<file path="src/rtl/srcc_pkg.sv">
package srcc_pkg;

    // =====================================================================
    // Register map (byte addresses, one aligned word each)
    localparam int ADDR_W = 8;
    localparam logic [7:0] OFS_B_HOLDING_REGISTER = 8'h00;
    localparam logic [7:0] OFS_B_LEG_BUS = 8'h04;
    localparam logic [7:0] OFS_RESULT = 8'h08;
    localparam logic [7:0] OFS_CWORD = 8'h0C;
    localparam logic [7:0] OFS_CTRL = 8'h10;
    localparam logic [7:0] OFS_STEP = 8'h14;
    localparam logic [7:0] OFS_STATUS = 8'h18;

    // =====================================================================
    // Field positions
    localparam int CW_SEL_HI = 28;
    localparam int CW_SEL_LO = 29;
    localparam int CW_AUX = 24;
    localparam int CTRL_BYTE = 0;
    localparam int CTRL_ROT = 1;
    localparam int CTRL_NEG = 2;
    localparam int CTRL_LSIGN = 3;
    localparam int CTRL_ALU_C = 4;
    localparam int CTRL_ALU_V = 5;
    localparam int CTRL_CC_EN = 6;
    localparam int CTRL_W = 7;
    localparam int STEP_GO = 0;
    localparam int ST_NEXT = 4;
    localparam int ST_SIN = 8;
    localparam int ST_SOUT = 9;
    localparam int ST_ZDEN = 10;
    localparam int PSW_N = 3;
    localparam int PSW_Z = 2;
    localparam int PSW_V = 1;
    localparam int PSW_C = 0;
    localparam int MSB = 15;
    localparam int LSB = 0;
    localparam int BYTE_MSB = 7;

    // =====================================================================
    // Values
    localparam logic [15:0] NEG_OVF_VAL = 16'h8000;
    localparam logic [15:0] RST_WORD = 16'h0000;
    localparam logic [31:0] RST_CW = 32'h0000_0000;
    localparam logic [6:0] RST_CTRL = 7'h00;
    localparam logic [3:0] RST_FLAGS = 4'h0;
    localparam logic [1:0] RESP_OKAY = 2'h0;
    localparam logic [1:0] RESP_SLVERR = 2'h2;

    // =====================================================================
    // Types
    typedef enum logic [1:0] {SH_ROR, SH_ASR, SH_ROL, SH_ASL} srcc_shift_e;

    typedef struct packed {
        logic n;
        logic z;
        logic v;
        logic c;
    } srcc_flags_s;

    typedef struct packed {
        logic awvalid;
        logic [ADDR_W-1:0] awaddr;
        logic wvalid;
        logic [31:0] wdata;
        logic [3:0] wstrb;
        logic bready;
        logic arvalid;
        logic [ADDR_W-1:0] araddr;
        logic rready;
    } srcc_axi_req_s;

    typedef struct packed {
        logic awready;
        logic wready;
        logic bvalid;
        logic [1:0] bresp;
        logic arready;
        logic rvalid;
        logic [31:0] rdata;
        logic [1:0] rresp;
    } srcc_axi_rsp_s;

endpackage

</file>
<file path="src/rtl/srcc_mux4.sv">
module srcc_mux4 #(
    parameter int W = 1
) (
    // Select
    input wire logic [1:0] sel,
    // Data inputs
    input wire logic [W-1:0] d0,
    input wire logic [W-1:0] d1,
    input wire logic [W-1:0] d2,
    input wire logic [W-1:0] d3,
    // Output
    output logic [W-1:0] y
);

    // Strobe tied active: output always follows the selected input
    always_comb begin
        case (sel)
            2'd0: y = d0;
            2'd1: y = d1;
            2'd2: y = d2;
            2'd3: y = d3;
            default: y = d0;
        endcase
    end

endmodule

</file>
<file path="src/rtl/srcc_top.sv">
// Local design decisions: the register addresses and the AXI4-Lite interface to the registers.
module srcc_top (
    // Clock and reset
    input wire logic ref_clk,
    input wire logic sys_rst,
    // Register bus
    input wire srcc_pkg::srcc_axi_req_s axi_req,
    output srcc_pkg::srcc_axi_rsp_s axi_rsp,
    // Condition codes
    output logic [3:0] cc_flags
);

    // =====================================================================
    // Register file state
    logic [15:0] b_holding_register_ff;
    logic [15:0] b_leg_bus_ff;
    logic [15:0] a_input_selector_ff;
    logic [31:0] cword_ff;
    logic [srcc_pkg::CTRL_W-1:0] ctrl_ff;
    logic step_ff;
    srcc_pkg::srcc_flags_s cc_ff;

    logic aw_got_ff, w_got_ff;
    logic [srcc_pkg::ADDR_W-1:0] awaddr_ff;
    logic [31:0] wdata_ff;
    logic [3:0] wstrb_ff;
    logic bvalid_ff, rvalid_ff;
    logic [1:0] bresp_ff;
    logic [31:0] rdata_ff;
    logic [1:0] rresp_ff;

    function automatic logic [31:0] merge(input logic [31:0] old, input logic [31:0] nw,
                                          input logic [3:0] strb);
        logic [31:0] r;
        r = old;
        for (int i = 0; i < 4; i++) begin
            if (strb[i]) begin
                r[i*8 +: 8] = nw[i*8 +: 8];
            end
        end
        return r;
    endfunction

    // =====================================================================
    // Shift selectors
    logic [1:0] shift_sel;
    logic is_byte, rotate_category, negate_op, left_shift_sign, aux_load;
    logic serial_shift_in_bit, shift_negative_source, shift_carry_out, zd_enable;

    assign shift_sel = {cword_ff[srcc_pkg::CW_SEL_HI], cword_ff[srcc_pkg::CW_SEL_LO]};
    assign is_byte = ctrl_ff[srcc_pkg::CTRL_BYTE];
    assign rotate_category = ctrl_ff[srcc_pkg::CTRL_ROT];
    assign negate_op = ctrl_ff[srcc_pkg::CTRL_NEG];
    assign left_shift_sign = ctrl_ff[srcc_pkg::CTRL_LSIGN];
    assign aux_load = cword_ff[srcc_pkg::CW_AUX];

    // Inputs ordered ROTATE_RIGHT_OP, ARITH_SHIFT_RIGHT, ROTATE_LEFT_OP, ARITH_SHIFT_LEFT to match the select code
    srcc_mux4 #(.W(1)) u_shift_in_selector (
        .sel(shift_sel), .d0(cc_ff.c), .d1(b_holding_register_ff[srcc_pkg::MSB]),
        .d2(cc_ff.c), .d3(1'b0), .y(serial_shift_in_bit)
    );

    srcc_mux4 #(.W(1)) u_shift_neg_selector (
        .sel(shift_sel), .d0(cc_ff.c), .d1(b_holding_register_ff[srcc_pkg::MSB]),
        .d2(left_shift_sign), .d3(left_shift_sign), .y(shift_negative_source)
    );

    srcc_mux4 #(.W(1)) u_shift_out_selector (
        .sel(shift_sel), .d0(b_holding_register_ff[srcc_pkg::LSB]),
        .d1(b_holding_register_ff[srcc_pkg::LSB]), .d2(b_holding_register_ff[srcc_pkg::MSB]),
        .d3(b_holding_register_ff[srcc_pkg::MSB]), .y(shift_carry_out)
    );

    srcc_mux4 #(.W(1)) u_zero_enable_selector (
        .sel(shift_sel), .d0(b_leg_bus_ff[srcc_pkg::MSB] & cc_ff.c),
        .d1(~b_leg_bus_ff[srcc_pkg::MSB]), .d2(b_leg_bus_ff[srcc_pkg::LSB] & cc_ff.c),
        .d3(~b_leg_bus_ff[srcc_pkg::LSB]), .y(zd_enable)
    );

    // =====================================================================
    // Negative and zero source selection
    logic [1:0] nz_word, nz_rot, nz_byte, nz_rotbyte, nz_sel;
    logic negative_flag_next, zero_flag_next;

    assign nz_word = {a_input_selector_ff[srcc_pkg::MSB],
                      a_input_selector_ff == srcc_pkg::RST_WORD};
    // Gated detector reads zero while its enable is low
    assign nz_rot = {shift_negative_source,
                     zd_enable & (b_leg_bus_ff[14:1] == 14'h0000)};
    assign nz_byte = {a_input_selector_ff[srcc_pkg::BYTE_MSB],
                      a_input_selector_ff[7:0] == 8'h00};
    assign nz_rotbyte = {shift_negative_source, zd_enable & (b_leg_bus_ff[6:1] == 6'h00)};

    srcc_mux4 #(.W(2)) u_neg_zero_source_selector (
        .sel({is_byte, rotate_category}), .d0(nz_word), .d1(nz_rot),
        .d2(nz_byte), .d3(nz_rotbyte), .y(nz_sel)
    );
    assign negative_flag_next = nz_sel[1];
    assign zero_flag_next = nz_sel[0];

    // =====================================================================
    // Carry and overflow
    logic carry_flag_next;
    logic overflow_flag_next;

    // Lookup inputs ignored while rotating, so shifts never see ALU carry
    always_comb begin
        if (rotate_category) begin
            carry_flag_next = shift_carry_out;
            overflow_flag_next = negative_flag_next ^ shift_carry_out;
        end else if (negate_op) begin
            carry_flag_next = a_input_selector_ff != srcc_pkg::RST_WORD;
            overflow_flag_next = a_input_selector_ff == srcc_pkg::NEG_OVF_VAL;
        end else begin
            carry_flag_next = ctrl_ff[srcc_pkg::CTRL_ALU_C];
            overflow_flag_next = ctrl_ff[srcc_pkg::CTRL_ALU_V];
        end
    end

    // =====================================================================
    // Flag load selector and condition-code flip-flops
    srcc_pkg::srcc_flags_s flags_computed;
    srcc_pkg::srcc_flags_s nxt_cc;
    logic cc_load;

    assign flags_computed = '{n: negative_flag_next, z: zero_flag_next,
                              v: overflow_flag_next, c: carry_flag_next};
    assign nxt_cc = aux_load ? srcc_pkg::srcc_flags_s'(a_input_selector_ff[3:0])
                             : flags_computed;
    assign cc_load = step_ff & ctrl_ff[srcc_pkg::CTRL_CC_EN];

    always_ff @(posedge ref_clk or posedge sys_rst) begin
        if (sys_rst) begin
            cc_ff <= srcc_pkg::RST_FLAGS;
        end else if (cc_load) begin
            cc_ff <= nxt_cc;
        end
    end

    assign cc_flags = cc_ff;

    // =====================================================================
    // Write channel
    logic wr_fire;
    logic wr_map;

    assign wr_fire = aw_got_ff & w_got_ff & ~bvalid_ff;
    assign wr_map = awaddr_ff == srcc_pkg::OFS_B_HOLDING_REGISTER || awaddr_ff == srcc_pkg::OFS_B_LEG_BUS ||
                    awaddr_ff == srcc_pkg::OFS_RESULT || awaddr_ff == srcc_pkg::OFS_CWORD ||
                    awaddr_ff == srcc_pkg::OFS_CTRL || awaddr_ff == srcc_pkg::OFS_STEP;

    always_ff @(posedge ref_clk or posedge sys_rst) begin
        if (sys_rst) begin
            aw_got_ff <= 1'b0;
            awaddr_ff <= '0;
        end else if (axi_req.awvalid && axi_rsp.awready) begin
            aw_got_ff <= 1'b1;
            awaddr_ff <= axi_req.awaddr;
        end else if (wr_fire) begin
            aw_got_ff <= 1'b0;
        end
    end

    always_ff @(posedge ref_clk or posedge sys_rst) begin
        if (sys_rst) begin
            w_got_ff <= 1'b0;
            wdata_ff <= srcc_pkg::RST_CW;
            wstrb_ff <= 4'h0;
        end else if (axi_req.wvalid && axi_rsp.wready) begin
            w_got_ff <= 1'b1;
            wdata_ff <= axi_req.wdata;
            wstrb_ff <= axi_req.wstrb;
        end else if (wr_fire) begin
            w_got_ff <= 1'b0;
        end
    end

    always_ff @(posedge ref_clk or posedge sys_rst) begin
        if (sys_rst) begin
            bvalid_ff <= 1'b0;
            bresp_ff <= srcc_pkg::RESP_OKAY;
        end else if (wr_fire) begin
            bvalid_ff <= 1'b1;
            bresp_ff <= wr_map ? srcc_pkg::RESP_OKAY : srcc_pkg::RESP_SLVERR;
        end else if (axi_req.bready) begin
            bvalid_ff <= 1'b0;
        end
    end

    always_ff @(posedge ref_clk or posedge sys_rst) begin
        if (sys_rst) begin
            b_holding_register_ff <= srcc_pkg::RST_WORD;
            b_leg_bus_ff <= srcc_pkg::RST_WORD;
            a_input_selector_ff <= srcc_pkg::RST_WORD;
            cword_ff <= srcc_pkg::RST_CW;
            ctrl_ff <= srcc_pkg::RST_CTRL;
        end else if (wr_fire) begin
            case (awaddr_ff)
                srcc_pkg::OFS_B_HOLDING_REGISTER: b_holding_register_ff <=
                    16'(merge({16'h0000, b_holding_register_ff}, wdata_ff, wstrb_ff));
                srcc_pkg::OFS_B_LEG_BUS: b_leg_bus_ff <=
                    16'(merge({16'h0000, b_leg_bus_ff}, wdata_ff, wstrb_ff));
                srcc_pkg::OFS_RESULT: a_input_selector_ff <=
                    16'(merge({16'h0000, a_input_selector_ff}, wdata_ff, wstrb_ff));
                srcc_pkg::OFS_CWORD: cword_ff <= merge(cword_ff, wdata_ff, wstrb_ff);
                srcc_pkg::OFS_CTRL: ctrl_ff <= srcc_pkg::CTRL_W'(merge({25'h000_0000, ctrl_ff},
                                                                        wdata_ff, wstrb_ff));
                default: ;
            endcase
        end
    end

    // One-cycle step pulse; flags captured while it is high and CTRL_CC_EN is set
    always_ff @(posedge ref_clk or posedge sys_rst) begin
        if (sys_rst) begin
            step_ff <= 1'b0;
        end else begin
            step_ff <= wr_fire && awaddr_ff == srcc_pkg::OFS_STEP && wstrb_ff[0] &&
                       wdata_ff[srcc_pkg::STEP_GO];
        end
    end

    // =====================================================================
    // Read channel
    logic [31:0] rd_word;
    logic rd_map;

    always_comb begin
        rd_word = 32'h0000_0000;
        rd_map = 1'b1;
        case (axi_req.araddr)
            srcc_pkg::OFS_B_HOLDING_REGISTER: rd_word[15:0] = b_holding_register_ff;
            srcc_pkg::OFS_B_LEG_BUS: rd_word[15:0] = b_leg_bus_ff;
            srcc_pkg::OFS_RESULT: rd_word[15:0] = a_input_selector_ff;
            srcc_pkg::OFS_CWORD: rd_word = cword_ff;
            srcc_pkg::OFS_CTRL: rd_word[srcc_pkg::CTRL_W-1:0] = ctrl_ff;
            srcc_pkg::OFS_STEP: rd_word = 32'h0000_0000;
            srcc_pkg::OFS_STATUS: begin
                rd_word[3:0] = cc_ff;
                rd_word[srcc_pkg::ST_NEXT +: 4] = nxt_cc;
                rd_word[srcc_pkg::ST_SIN] = serial_shift_in_bit;
                rd_word[srcc_pkg::ST_SOUT] = shift_carry_out;
                rd_word[srcc_pkg::ST_ZDEN] = zd_enable;
            end
            default: rd_map = 1'b0;
        endcase
    end

    always_ff @(posedge ref_clk or posedge sys_rst) begin
        if (sys_rst) begin
            rvalid_ff <= 1'b0;
            rdata_ff <= 32'h0000_0000;
            rresp_ff <= srcc_pkg::RESP_OKAY;
        end else if (axi_req.arvalid && axi_rsp.arready) begin
            rvalid_ff <= 1'b1;
            rdata_ff <= rd_word;
            rresp_ff <= rd_map ? srcc_pkg::RESP_OKAY : srcc_pkg::RESP_SLVERR;
        end else if (axi_req.rready) begin
            rvalid_ff <= 1'b0;
        end
    end

    // Ready held low while a captured beat waits, so nothing is overwritten
    assign axi_rsp.awready = ~aw_got_ff & ~bvalid_ff;
    assign axi_rsp.wready = ~w_got_ff & ~bvalid_ff;
    assign axi_rsp.bvalid = bvalid_ff;
    assign axi_rsp.bresp = bresp_ff;
    assign axi_rsp.arready = ~rvalid_ff;
    assign axi_rsp.rvalid = rvalid_ff;
    assign axi_rsp.rdata = rdata_ff;
    assign axi_rsp.rresp = rresp_ff;

    // =====================================================================
    // Checks
    logic cap_computed;
    assign cap_computed = cc_load & ~aux_load;

    chk_shift_in_asl: assert property (@(posedge ref_clk) disable iff (sys_rst)
        shift_sel == srcc_pkg::SH_ASL |-> !serial_shift_in_bit)
        else $error("shift-in bit not zero for left shift");
    chk_carry_out_dir: assert property (@(posedge ref_clk) disable iff (sys_rst)
        shift_carry_out == (shift_sel[1] ? b_holding_register_ff[15] : b_holding_register_ff[0]))
        else $error("shift carry out from wrong end");
    chk_neg_overflow: assert property (@(posedge ref_clk) disable iff (sys_rst)
        cap_computed && !rotate_category && negate_op |=>
        cc_ff.v == ($past(a_input_selector_ff) == 16'h8000) &&
        cc_ff.c == ($past(a_input_selector_ff) != 16'h0000))
        else $error("negate carry or overflow wrong");
    chk_asr_carry: assert property (@(posedge ref_clk) disable iff (sys_rst)
        cap_computed && rotate_category && shift_sel == srcc_pkg::SH_ASR |=>
        cc_ff.c == $past(b_holding_register_ff[0]))
        else $error("right shift carry not from bit 0");
    chk_asr_ovf_xor: assert property (@(posedge ref_clk) disable iff (sys_rst)
        cap_computed && rotate_category |=> cc_ff.v == (cc_ff.n ^ cc_ff.c))
        else $error("shift overflow not n xor c");
    chk_word_zero: assert property (@(posedge ref_clk) disable iff (sys_rst)
        cap_computed && !rotate_category && !is_byte |=>
        cc_ff.z == ($past(a_input_selector_ff) == 16'h0000) &&
        cc_ff.n == $past(a_input_selector_ff[15]))
        else $error("word zero or negative flag wrong");
    chk_shift_zero_gate: assert property (@(posedge ref_clk) disable iff (sys_rst)
        cap_computed && rotate_category && !zd_enable |=> !cc_ff.z)
        else $error("shift zero set without enable");
    chk_flags_hold: assert property (@(posedge ref_clk) disable iff (sys_rst)
        !cc_load |=> $stable(cc_ff))
        else $error("flags changed without update");
    chk_write_answer: assert property (@(posedge ref_clk) disable iff (sys_rst)
        aw_got_ff && w_got_ff && !bvalid_ff |=> bvalid_ff)
        else $error("write response missing");
    cov_asr_step: cover property (@(posedge ref_clk) disable iff (sys_rst)
        cap_computed && rotate_category && shift_sel == srcc_pkg::SH_ASR);
    cov_neg_ovf: cover property (@(posedge ref_clk) disable iff (sys_rst)
        cap_computed && negate_op && a_input_selector_ff == 16'h8000);
    cov_aux_load: cover property (@(posedge ref_clk) disable iff (sys_rst) cc_load && aux_load);

endmodule

</file>
<file path="config.mk">
export PLATFORM = sky130hd
export DESIGN_NAME = srcc_top
export DESIGN_NICKNAME = d
export VERILOG_FILES = /design/src/rtl/srcc_pkg.sv /design/src/rtl/srcc_mux4.sv /design/src/rtl/srcc_top.sv
export SDC_FILE = /design/constraint.sdc
export NUM_CORES = 1
export LEC_CHECK = 0
export BUFFER_PORTS_ARGS = -buffer_cell sky130_fd_sc_hd__clkbuf_2
export CAP_MARGIN = 0
export CORE_ASPECT_RATIO = 1.25
export CORE_UTILIZATION = 53
export DETAILED_ROUTE_END_ITERATION = 12
export PLACE_DENSITY = 0.74
export SLEW_MARGIN = 20
export SYNTH_ARGS = -nofsm -noshare
export SYNTH_HDL_FRONTEND = slang
export SYNTH_SLANG_ARGS = --single-unit
</file>
<file path="constraint.sdc">
create_clock -name ref_clk -period 16.5 [get_ports ref_clk]
set_input_delay 1.65 -clock ref_clk [delete_from_list [all_inputs] [get_ports ref_clk]]
set_output_delay 1.65 -clock ref_clk [all_outputs]
set_load 0.02 [all_outputs]
</file>
==> run_results.csv, run 1 <==
group,metric,value,unit
sta,tightest_slew,1070,ps
synthesis,yosysTopAreaCell,"dfrtp_1",
grt,overflow,0,
finish,seqCellArea,0.00435,sq mm
synthesis,synth.distinct_cells,51,
cts,numClockSinks,174,
synthesis,ys_seq_area_share,57.0,%
finish,drive_gt1_share,38.2,%
cts,cts_resized,0,
synthesis,synth_area,0.00764,sq mm
pwr,leakagePower,4.31,nW
sta,skew,6.77,ps
place,gp_congestion,0.869,
synthesis,synth_area_leaders,"dfrtp_1 (57%), mux2_2 (17%), nand2_1 (3.2%), mux2_1 (2.9%), mux2i_1 (1.8%)",
place,port_buffers,101,
critical_path,r2r_end,"cword_ff[25]$_DFFE_PP0P_",
sta,rsz0062_at_grt,"no",
critical_path,cpPeakStageDelay,860,ps
finish,post-route-util,63.3,%
synthesis,synth_edf_count,0,
routing,vias,5232,
finish,n_fill_cell,1087,
sta,relSlewSlack,28.2,%
synthesis,synthTopCellsByCount,"dfrtp_1 (174), mux2_2 (117), nand2_1 (66)",
critical_path,critPathLaunchType,"primary input",
grt,grt_pass1_vias,5285,
critical_path,path_class,"in2reg",
synthesis,synthCells,605,
synthesis,synthArstFlopShare,100,%
synthesis,synth_ff_type,"dfrtp_1",
finish,diodes,0,
synthesis,ys_ff_latch,174,
synthesis,ys_warn_count,0,
cts,postCtsHoldBufs,0,
floorplan,io_pins,104,
grt,grt_usage,24.5,%
critical_path,crit_path_end_kind,"flop",
sta,period_share,20.5,%
critical_path,path_buf_inv,1,
worst_hold_path,whs_endpoint,"rdata_ff[31]$_DFFE_PP0P_",
routing,wl,17000,um
grt,antenna_found_initial,0,
routing,vias_per_cell,5.91,
finish,fin_nets,756,
worst_hold_path,hold_start,"rdata_ff[31]$_DFFE_PP0P_",
place,hpwl,11800,um
cts,clk_pin_slew,60,ps
finish,syn2layout_area_growth,15.4,%
floorplan,initial_core_util,54.9,%
grt,grt_pass1_wl,27400,um
routing,ant_nets,0,
sta,tns,0,ps
sta,finalSetupViolCount,0,
cts,cts_tree,"yes",
cts,clockRootBuffer,"clkbuf_16",
critical_path,worstPathMaxFanout,13,
cts,clockBufferDepth,2,
critical_path,reg2regPathDepth,5,
run,drv_cap,0,
critical_path,cpMaxStageDelayCell,"nor2_1",
synthesis,synth.avg_cell_area,12.6,sq um
critical_path,path_cells,"clkbuf_2 -> nor4_1 -> nand2_1 -> nor2_1 -> a211oi_1 -> a21oi_1",
grt,grt_max_degree,104,
cts,h-tree-depth,4,
routing,drt_iter0_drc,290,
routing,wl_per_cell,19.2,um
sta,drv_slew,0,
sta,setup_ws,13110,ps
sta,period_needed,3390,ps
cts,insertion_delay,430,ps
sta,max_freq,295,MHz
pwr,peakVddDrop,111,uV
status,status,"completed",
critical_path,crit_arrival,3740,ps
floorplan,die_y,136,um
pwr,power-per-cell-area,138,mW/mm^2
sta,final-hold-violation-count,0,
critical_path,critPathRequiredTime,16850,ps
synthesis,yosysMostFrequentCell,"dfrtp_1",
worst_hold_path,whs_path_depth,2,
cts,cts-buffers-inserted,17,
synthesis,synth_top_area_share,57.0,%
place,post-place-ws,12510,ps
routing,dr.pass1.iters,4,
routing,drc,0,
cts,post_cts_buffers,0,
floorplan,coreArea,0.0139,sq mm
finish,multi_input_area,0.00312,sq mm
worst_hold_path,holdCritPathClass,"reg2reg",
critical_path,r2r_setup_slack,14160,ps
floorplan,die-area,0.0149,sq mm
critical_path,r2r-start,"awaddr_ff[1]$_DFFE_PP0P_",
floorplan,die_x,109,um
floorplan,rows,48,
critical_path,critPathTopFamily,"simple AND/OR/NAND/NOR gates",
## worst min-delay path, delay by kind of cell (launching register included)
kind / cells / cell delay, ps
DFF: 1 / 340
and+or+nand+nor: 2 / 100
## cell families after synthesis
kind of cell    after synthesis  share of synthesized area [%]
compound gates               75                           6.50
simple gates                158                           11.2
flops                       174                           57.0
other cells                   1                         0.0491
xor+xnor                      2                          0.229
buf+inv                      42                           2.42
mux                         153                           22.6
## layout by cell type, fill, tap and decap left out, drive strengths merged, types with 4 or more instances in the layout
cell,Yosys,layout
nand2b,4,4
nor2b,6,6
clkbuf,19,120
inv,9,11
mux2,137,137
nand3,28,28
buf,14,4
a221oi,6,6
o21ai,21,21
mux2i,14,14
dfrtp,174,174
a211oi,4,4
nor3,13,13
a22oi,6,6
nor2,15,15
nor4,8,8
a31oi,9,9
o31ai,4,4
nand2,66,66
clkinv,0,7
nand4,6,6
o22ai,5,5
a21oi,8,8
## where the power goes
group	internal, mW	switching, mW
logic	0.119	0.113
clock network	0.212	0.165
registers	0.520	0.0928
## final cells by class
class	instances	share of cell area, %
inverter	9	0.440
tap	175	2.48
sequential	174	49.3
timing repair buffer	105	6.07
clock inverter	13	1.30
multi-input combinational	390	35.3
clock buffer	19	5.02
## registers in the layout, summed over array words and instances, names as in the netlist
signal and count:
rdata_ff 32, a_input_selector_ff 16, rresp_ff 1, w_got_ff 1, b_leg_bus_ff 16, rvalid_ff 1, b_holding_register_ff 16, cword_ff 32
cc_flags 4, bvalid_ff 1, wdata_ff 32, wstrb_ff 4, aw_got_ff 1, ctrl_ff 7, step_ff 1, awaddr_ff 8
bresp_ff 1
## routing by layer
metal	GRT usage [%]	wire, um	vias to the layer above
met5	0	0	-
met4	9.19	306	0
met3	4.94	919	26
met2	40.7	8510	205
met1	31.6	7260	2617
li1	-	-	2384
## how the worst max path moves through the flow
stage          startpoint                                  to  slack, ps  depth (start not counted)
6_report       axi_req[5]             rdata_ff[7]$_DFFE_PP0P_      13110                          6
3_3_place_gp   axi_req[4]             rdata_ff[1]$_DFFE_PP0P_      12670                          5
5_1_grt        axi_req[5]             rdata_ff[7]$_DFFE_PP0P_      13010                          6
2_1_floorplan     sys_rst  a_input_selector_ff[0]$_DFFE_PP0P_      10130                          1
3_5_place_dp   axi_req[4]             rdata_ff[8]$_DFFE_PP0P_      12510                          5
4_1_cts        axi_req[4]             rdata_ff[8]$_DFFE_PP0P_      12980                          5
## stage by stage
step	area, sq um	total power, mW	hold WS [ps]	instances
after floorplan	7650	0.775	454	606
after global placement	8260	0.835	448	853
after detailed placement	8260	0.852	456	853
after CTS	8820	1.23	470	885
after global routing	8820	1.28	500	885
final	8820	1.22	463	885
(Power assumes the default switching activity.)
==> run 2: changes to the inputs <==
Settings changed: CORE_UTILIZATION 53 to 52, PLACE_DENSITY 0.74 to 0.76.
Clock period 16.5 ns to 2.95 ns, I/O delays scaled along.
==> run_results.csv, run 2 (synthesis results as in run 1) <==
group,metric,value,unit
status,status,"completed",
sta,drv_slew,0,
sta,relSlewSlack,34.4,%
critical_path,path_class,"reg2reg",
routing,vias_per_cell,5.85,
floorplan,coreArea,0.0143,sq mm
critical_path,worstPathMaxFanout,8,
routing,drc,0,
floorplan,die-area,0.0152,sq mm
grt,overflow,0,
sta,rsz0062_at_grt,"no",
pwr,leakagePower,4.36,nW
critical_path,r2r_setup_slack,670,ps
grt,grt_usage,24.6,%
floorplan,initial_core_util,53.3,%
sta,tightest_slew,984,ps
critical_path,critPathRequiredTime,3260,ps
pwr,peakVddDrop,701,uV
routing,drt_iter0_drc,376,
place,hpwl,12300,um
sta,setup_ws,665,ps
run,drv_cap,0,
floorplan,rows,49,
cts,numClockSinks,174,
critical_path,critPathLaunchType,"flop",
sta,hold_ws,58.9,ps
grt,grt_pass1_vias,5524,
routing,wl_per_cell,19.3,um
cts,cts_tree,"yes",
pwr,power-per-cell-area,789,mW/mm^2
sta,finalSetupViolCount,0,
grt,grt_pass1_wl,28500,um
cts,cts-buffers-inserted,17,
critical_path,crit_arrival,2590,ps
sta,skew,10.4,ps
place,placed_area,0.00832,sq mm
finish,final_common_cell,"dfrtp_1",
place,gp_congestion,0.873,
floorplan,die_x,110,um
routing,ant_nets,0,
routing,dr.pass1.iters,5,
finish,final_cell_mix,"dfrtp_1 (174), mux2_2 (117), clkbuf_2 (101), nand2_1 (66), nand3_1 (24)",
routing,vias,5229,
finish,fin_nets,763,
cts,insertion_delay,430,ps
cts,clockRootBuffer,"clkbuf_16",
sta,final-hold-violation-count,0,
sta,tns,0,ps
finish,final_area,0.00894,sq mm
place,post-place-ws,652,ps
cts,clk_pin_slew,60,ps
grt,grt_max_degree,146,
sta,max_freq,438,MHz
place,port_buffers,101,
cts,clockBufferDepth,2,
finish,syn2layout_area_growth,16.9,%
cts,h-tree-depth,4,
finish,reg_top3,"cword_ff (32), rdata_ff (32), wdata_ff (32)",
grt,antenna_found_initial,0,
sta,period_share,77.5,%
critical_path,crit_path_end_kind,"flop",
sta,period_needed,2280,ps
finish,drive_gt1_share,38.4,%
cts,post_cts_buffers,0,
floorplan,io_pins,104,
finish,diodes,0,
routing,wl,17300,um
worst_hold_path,holdCritPathClass,"in2reg",
cts,postCtsHoldBufs,1,
cts,cts_resized,0,
finish,post-route-util,62.3,%
floorplan,die_y,138,um
-- run 2: cell types whose count changed in the layout (fill, tap and decap cells not counted), sizes merged --
cell | previous run | this run
buf | 4 | 10
clkbuf | 120 | 123
clkinv | 7 | 2
bufinv | 1 | 3
dlygate4sd3 | 0 | 1
inv | 11 | 10
-- run 2: path summary, 6_finish.rpt --
path                                            endpoint                      from  cells past startpoint
worst min-delay path               rvalid_ff$_DFFE_PP0P_                axi_req[0]                      2
max in group asynchronous        wdata_ff[8]$_DFFE_PP0P_                   sys_rst                      4
worst min register to register  rdata_ff[30]$_DFFE_PP0P_  rdata_ff[30]$_DFFE_PP0P_                      2
min in group asynchronous        rdata_ff[4]$_DFFE_PP0P_                   sys_rst                      4
worst max-delay path            cword_ff[27]$_DFFE_PP0P_  awaddr_ff[1]$_DFFE_PP0P_                      5
worst max register to register  cword_ff[27]$_DFFE_PP0P_  awaddr_ff[1]$_DFFE_PP0P_                      5
-- run 2: worst max-delay path, cell delays in order, from the launching register on --
cell and delay (ps):
dfrtp_1 370, or4_4 580, nor3_4 180, and3_1 470
nand3_4 200, mux2_1 360
-- run 2: per-layer routing --
layer / wire (um) / global-route usage (%) / up-vias
met5: 0 / 0 / -
met4: 316 / 11.0 / 0
met3: 713 / 4.66 / 24
met2: 8950 / 43.1 / 160
met1: 7280 / 29.6 / 2645
li1: - / - / 2400
-- run 2: power breakdown --
part / leakage (nW) / internal (mW) / switching (mW)
Sequential: 2.31 / 2.91 / 0.542
Combinational: 1.76 / 0.682 / 0.634
Clock: 0.293 / 1.40 / 0.893
Total: 4.36 / 4.99 / 2.07
-- run 2: layout make-up --
cell class | instances | area [sq um]
Sequential cell | 174 | 4350
Fill cell | 1134 | 5410
Clock buffer | 22 | 474
Tap cell | 178 | 223
Inverter | 9 | 37.5
Clock inverter | 9 | 133
Multi-Input combinational cell | 390 | 3110
Timing Repair Buffer | 112 | 603
-- run 2: metrics by stage --
step | cells | total power [mW]
5_1_grt | 894 | 7.41
4_1_cts | 894 | 7.12
3_5_place_dp | 862 | 4.81
3_3_place_gp | 862 | 4.72
6_report | 894 | 7.06
2_1_floorplan | 606 | 4.33
==> run 3: changes to the inputs <==
Settings changed: ABC_AREA set to 1.
Clock period 2.95 ns to 1.96 ns, I/O delays scaled along.
==> run_results.csv, run 3 <==
group,metric,value,unit
sta,drv_slew,0,
routing,ant_nets,0,
floorplan,die_x,110,um
synthesis,synthTopCellsByCount,"nand2_1 (259), dfrtp_1 (174), o21ai_0 (82)",
sta,tns,0,ps
grt,grt_max_degree,110,
critical_path,critPathLaunchType,"flop",
pwr,peakVddDrop,943,uV
pwr,power-per-cell-area,1170,mW/mm^2
finish,diodes,0,
floorplan,die_y,137,um
finish,post-route-util,65.1,%
finish,reg_top3,"cword_ff (32), rdata_ff (32), wdata_ff (32)",
synthesis,synthCells,895,
floorplan,rows,48,
synthesis,synth_top_area_share,57.6,%
critical_path,reg2regPathDepth,7,
sta,rsz0062_at_grt,"yes",
synthesis,ys_ff_latch,174,
sta,tightest_slew,584,ps
place,port_buffers,101,
synthesis,synth_ff_type,"dfrtp_1",
critical_path,cpPeakStageDelay,370,ps
grt,grt_usage,27.3,%
floorplan,io_pins,104,
synthesis,synth_area,0.00756,sq mm
cts,cts_tree,"yes",
worst_hold_path,holdCritPathClass,"in2reg",
cts,clockRootBuffer,"clkbuf_16",
critical_path,path_class,"reg2reg",
critical_path,r2r_setup_slack,130,ps
synthesis,synth.avg_cell_area,8.45,sq um
critical_path,worstSetupEndpoint,"cword_ff[30]$_DFFE_PP0P_",
floorplan,coreArea,0.0140,sq mm
critical_path,worstPathMaxFanout,16,
grt,grt_pass1_vias,6112,
grt,grt_pass1_wl,30800,um
finish,syn2layout_area_growth,20.4,%
floorplan,die-area,0.0150,sq mm
sta,period_needed,1830,ps
critical_path,path_cells,"or2_1 -> nor3_2 -> nand2_1 -> nor3_4 -> nand3_2 -> nand2_1 -> o21ai_1",
routing,drc,0,
routing,wl,18900,um
sta,period_share,93.2,%
critical_path,r2r_end,"cword_ff[30]$_DFFE_PP0P_",
synthesis,yosysTopAreaCell,"dfrtp_1",
synthesis,ys_seq_area_share,57.6,%
place,gp_congestion,0.951,
cts,clockBufferDepth,2,
critical_path,worstSetupPathDepth,7,
finish,fin_nets,1071,
routing,drt_iter0_drc,582,
sta,relSlewSlack,61.1,%
place,placed_area,0.00838,sq mm
finish,final_area,0.00910,sq mm
finish,final_common_cell,"nand2_1",
synthesis,ys_warn_count,0,
finish,final_cell_mix,"nand2_1 (258), dfrtp_1 (174), clkbuf_2 (101), o21ai_0 (82), nor2_1 (79)",
routing,vias_per_cell,5.38,
finish,drive_gt1_share,17.3,%
routing,vias,6453,
pwr,leakagePower,4.62,nW
critical_path,crit_arrival,2140,ps
run,drv_cap,0,
cts,insertion_delay,430,ps
cts,clk_pin_slew,70,ps
synthesis,yosysMostFrequentCell,"nand2_1",
worst_hold_path,hold_start,"axi_req[46]",
sta,skew,10.8,ps
synthesis,synthArstFlopShare,100,%
status,status,"completed",
critical_path,critPathRequiredTime,2270,ps
floorplan,initial_core_util,54.0,%
critical_path,r2r-start,"awaddr_ff[7]$_DFFE_PP0P_",
cts,cts-buffers-inserted,17,
cts,numClockSinks,174,
sta,final-hold-violation-count,0,
routing,wl_per_cell,15.7,um
sta,max_freq,547,MHz
place,hpwl,12900,um
sta,finalSetupViolCount,0,
critical_path,critPathLaunch,"awaddr_ff[7]$_DFFE_PP0P_",
critical_path,cpMaxStageDelayCell,"dfrtp_1",
cts,h-tree-depth,4,
critical_path,crit_top_cell,"nand2_1",
synthesis,synth_edf_count,0,
synthesis,synth.distinct_cells,30,
grt,overflow,0,
critical_path,path_buf_inv,0,
routing,dr.pass1.iters,5,
critical_path,crit_path_end_kind,"flop",
grt,antenna_found_initial,0,
critical_path,critPathTopFamily,"simple AND/OR/NAND/NOR gates",
synthesis,synth_area_leaders,"dfrtp_1 (58%), nand2_1 (13%), o21ai_0 (5.4%), nor2_1 (3.9%), inv_1 (3.9%)",
[run 3: cell types whose count changed after synthesis, sizes merged, moves of 6 or more]
cell | previous run | this run
nand2 | 66 | 259
nor2 | 15 | 81
mux2i | 14 | 0
inv | 9 | 79
a22oi | 6 | 0
nor2b | 6 | 0
nor4 | 8 | 0
a31oi | 9 | 2
a221oi | 6 | 0
nand3 | 28 | 56
o21ai | 21 | 116
a21oi | 8 | 45
mux2 | 137 | 8
[run 3: what timing repair did]
item	in CTS	in global routing
hold endpoints to repair	113	0
endpoints found under the setup margin	0	5
buffers inserted	0	0
hold buffers	10	0
gates resized for setup	0	0
[run 3: area by class of cell]
type | count | area, sq um
fillers | 1189 | 4890
multi-input cells | 604 | 2740
inverters | 80 | 304
repair buffers | 135 | 861
well taps | 175 | 219
clock inverters | 15 | 199
clock buffers | 17 | 425
flip-flops and latches | 174 | 4350
[run 3: worst reg2reg max path: stages, from the launching register on]
cell and delay [ps]:
dfrtp_1 370, or2_1 250, nor3_2 140, nand2_1 150, nor3_4 240, nand3_2 320
nand2_1 160, o21ai_1 80
[run 3: worst min path at each step]
stage	slack, ps	depth (start not counted)	endpoint
finish	3	3	wdata_ff[31]$_DFFE_PP0P_
global route	10	3	wdata_ff[21]$_DFFE_PP0P_
CTS	1	3	wdata_ff[31]$_DFFE_PP0P_
detailed placement	350	3	rdata_ff[3]$_DFFE_PP0P_
global placement	350	3	rdata_ff[3]$_DFFE_PP0P_
floorplan	290	1	bvalid_ff$_DFFE_PP0P_
[run 3: cells by family (layout without fill, tap and decap cells)]
group	count (synthesis)	in the layout	synth area share, %
simple gates	420	420	23.1
other cells	1	2	0.0496
mux	8	8	1.19
flops	174	174	57.6
buf+inv	118	247	6.22
compound gates	174	174	11.9
[run 3: stage by stage]
step / total power, mW / hold slack, ps / setup WS (ps) / cells
detailed placement: 7.07 / 345 / 171 / 1158
global placement: 6.97 / 346 / 263 / 1158
finish: 10.7 / 2.61 / 133 / 1200
global route: 11.2 / 14.7 / -30.5 / 1200
CTS: 10.7 / 1.16 / 135 / 1200
floorplan: 6.31 / 292 / -461 / 896
[run 3: metal layers]
metal	global-route usage (%)	vias to the layer above	wire [um]
li1	-	3127	-
met1	36.8	3026	8080
met2	43.5	261	9130
met3	4.43	39	1120
met4	11.8	0	529
met5	0	-	0
[run 3: report_power, final]
| part | switching [mW] | internal [mW] | leakage, nW |
|---|---|---|---|
| Sequential | 0.442 | 4.36 | 2.27 |
| Combinational | 1.49 | 0.786 | 2.05 |
| Clock | 1.52 | 2.05 | 0.297 |
| Total | 3.46 | 7.19 | 4.62 |
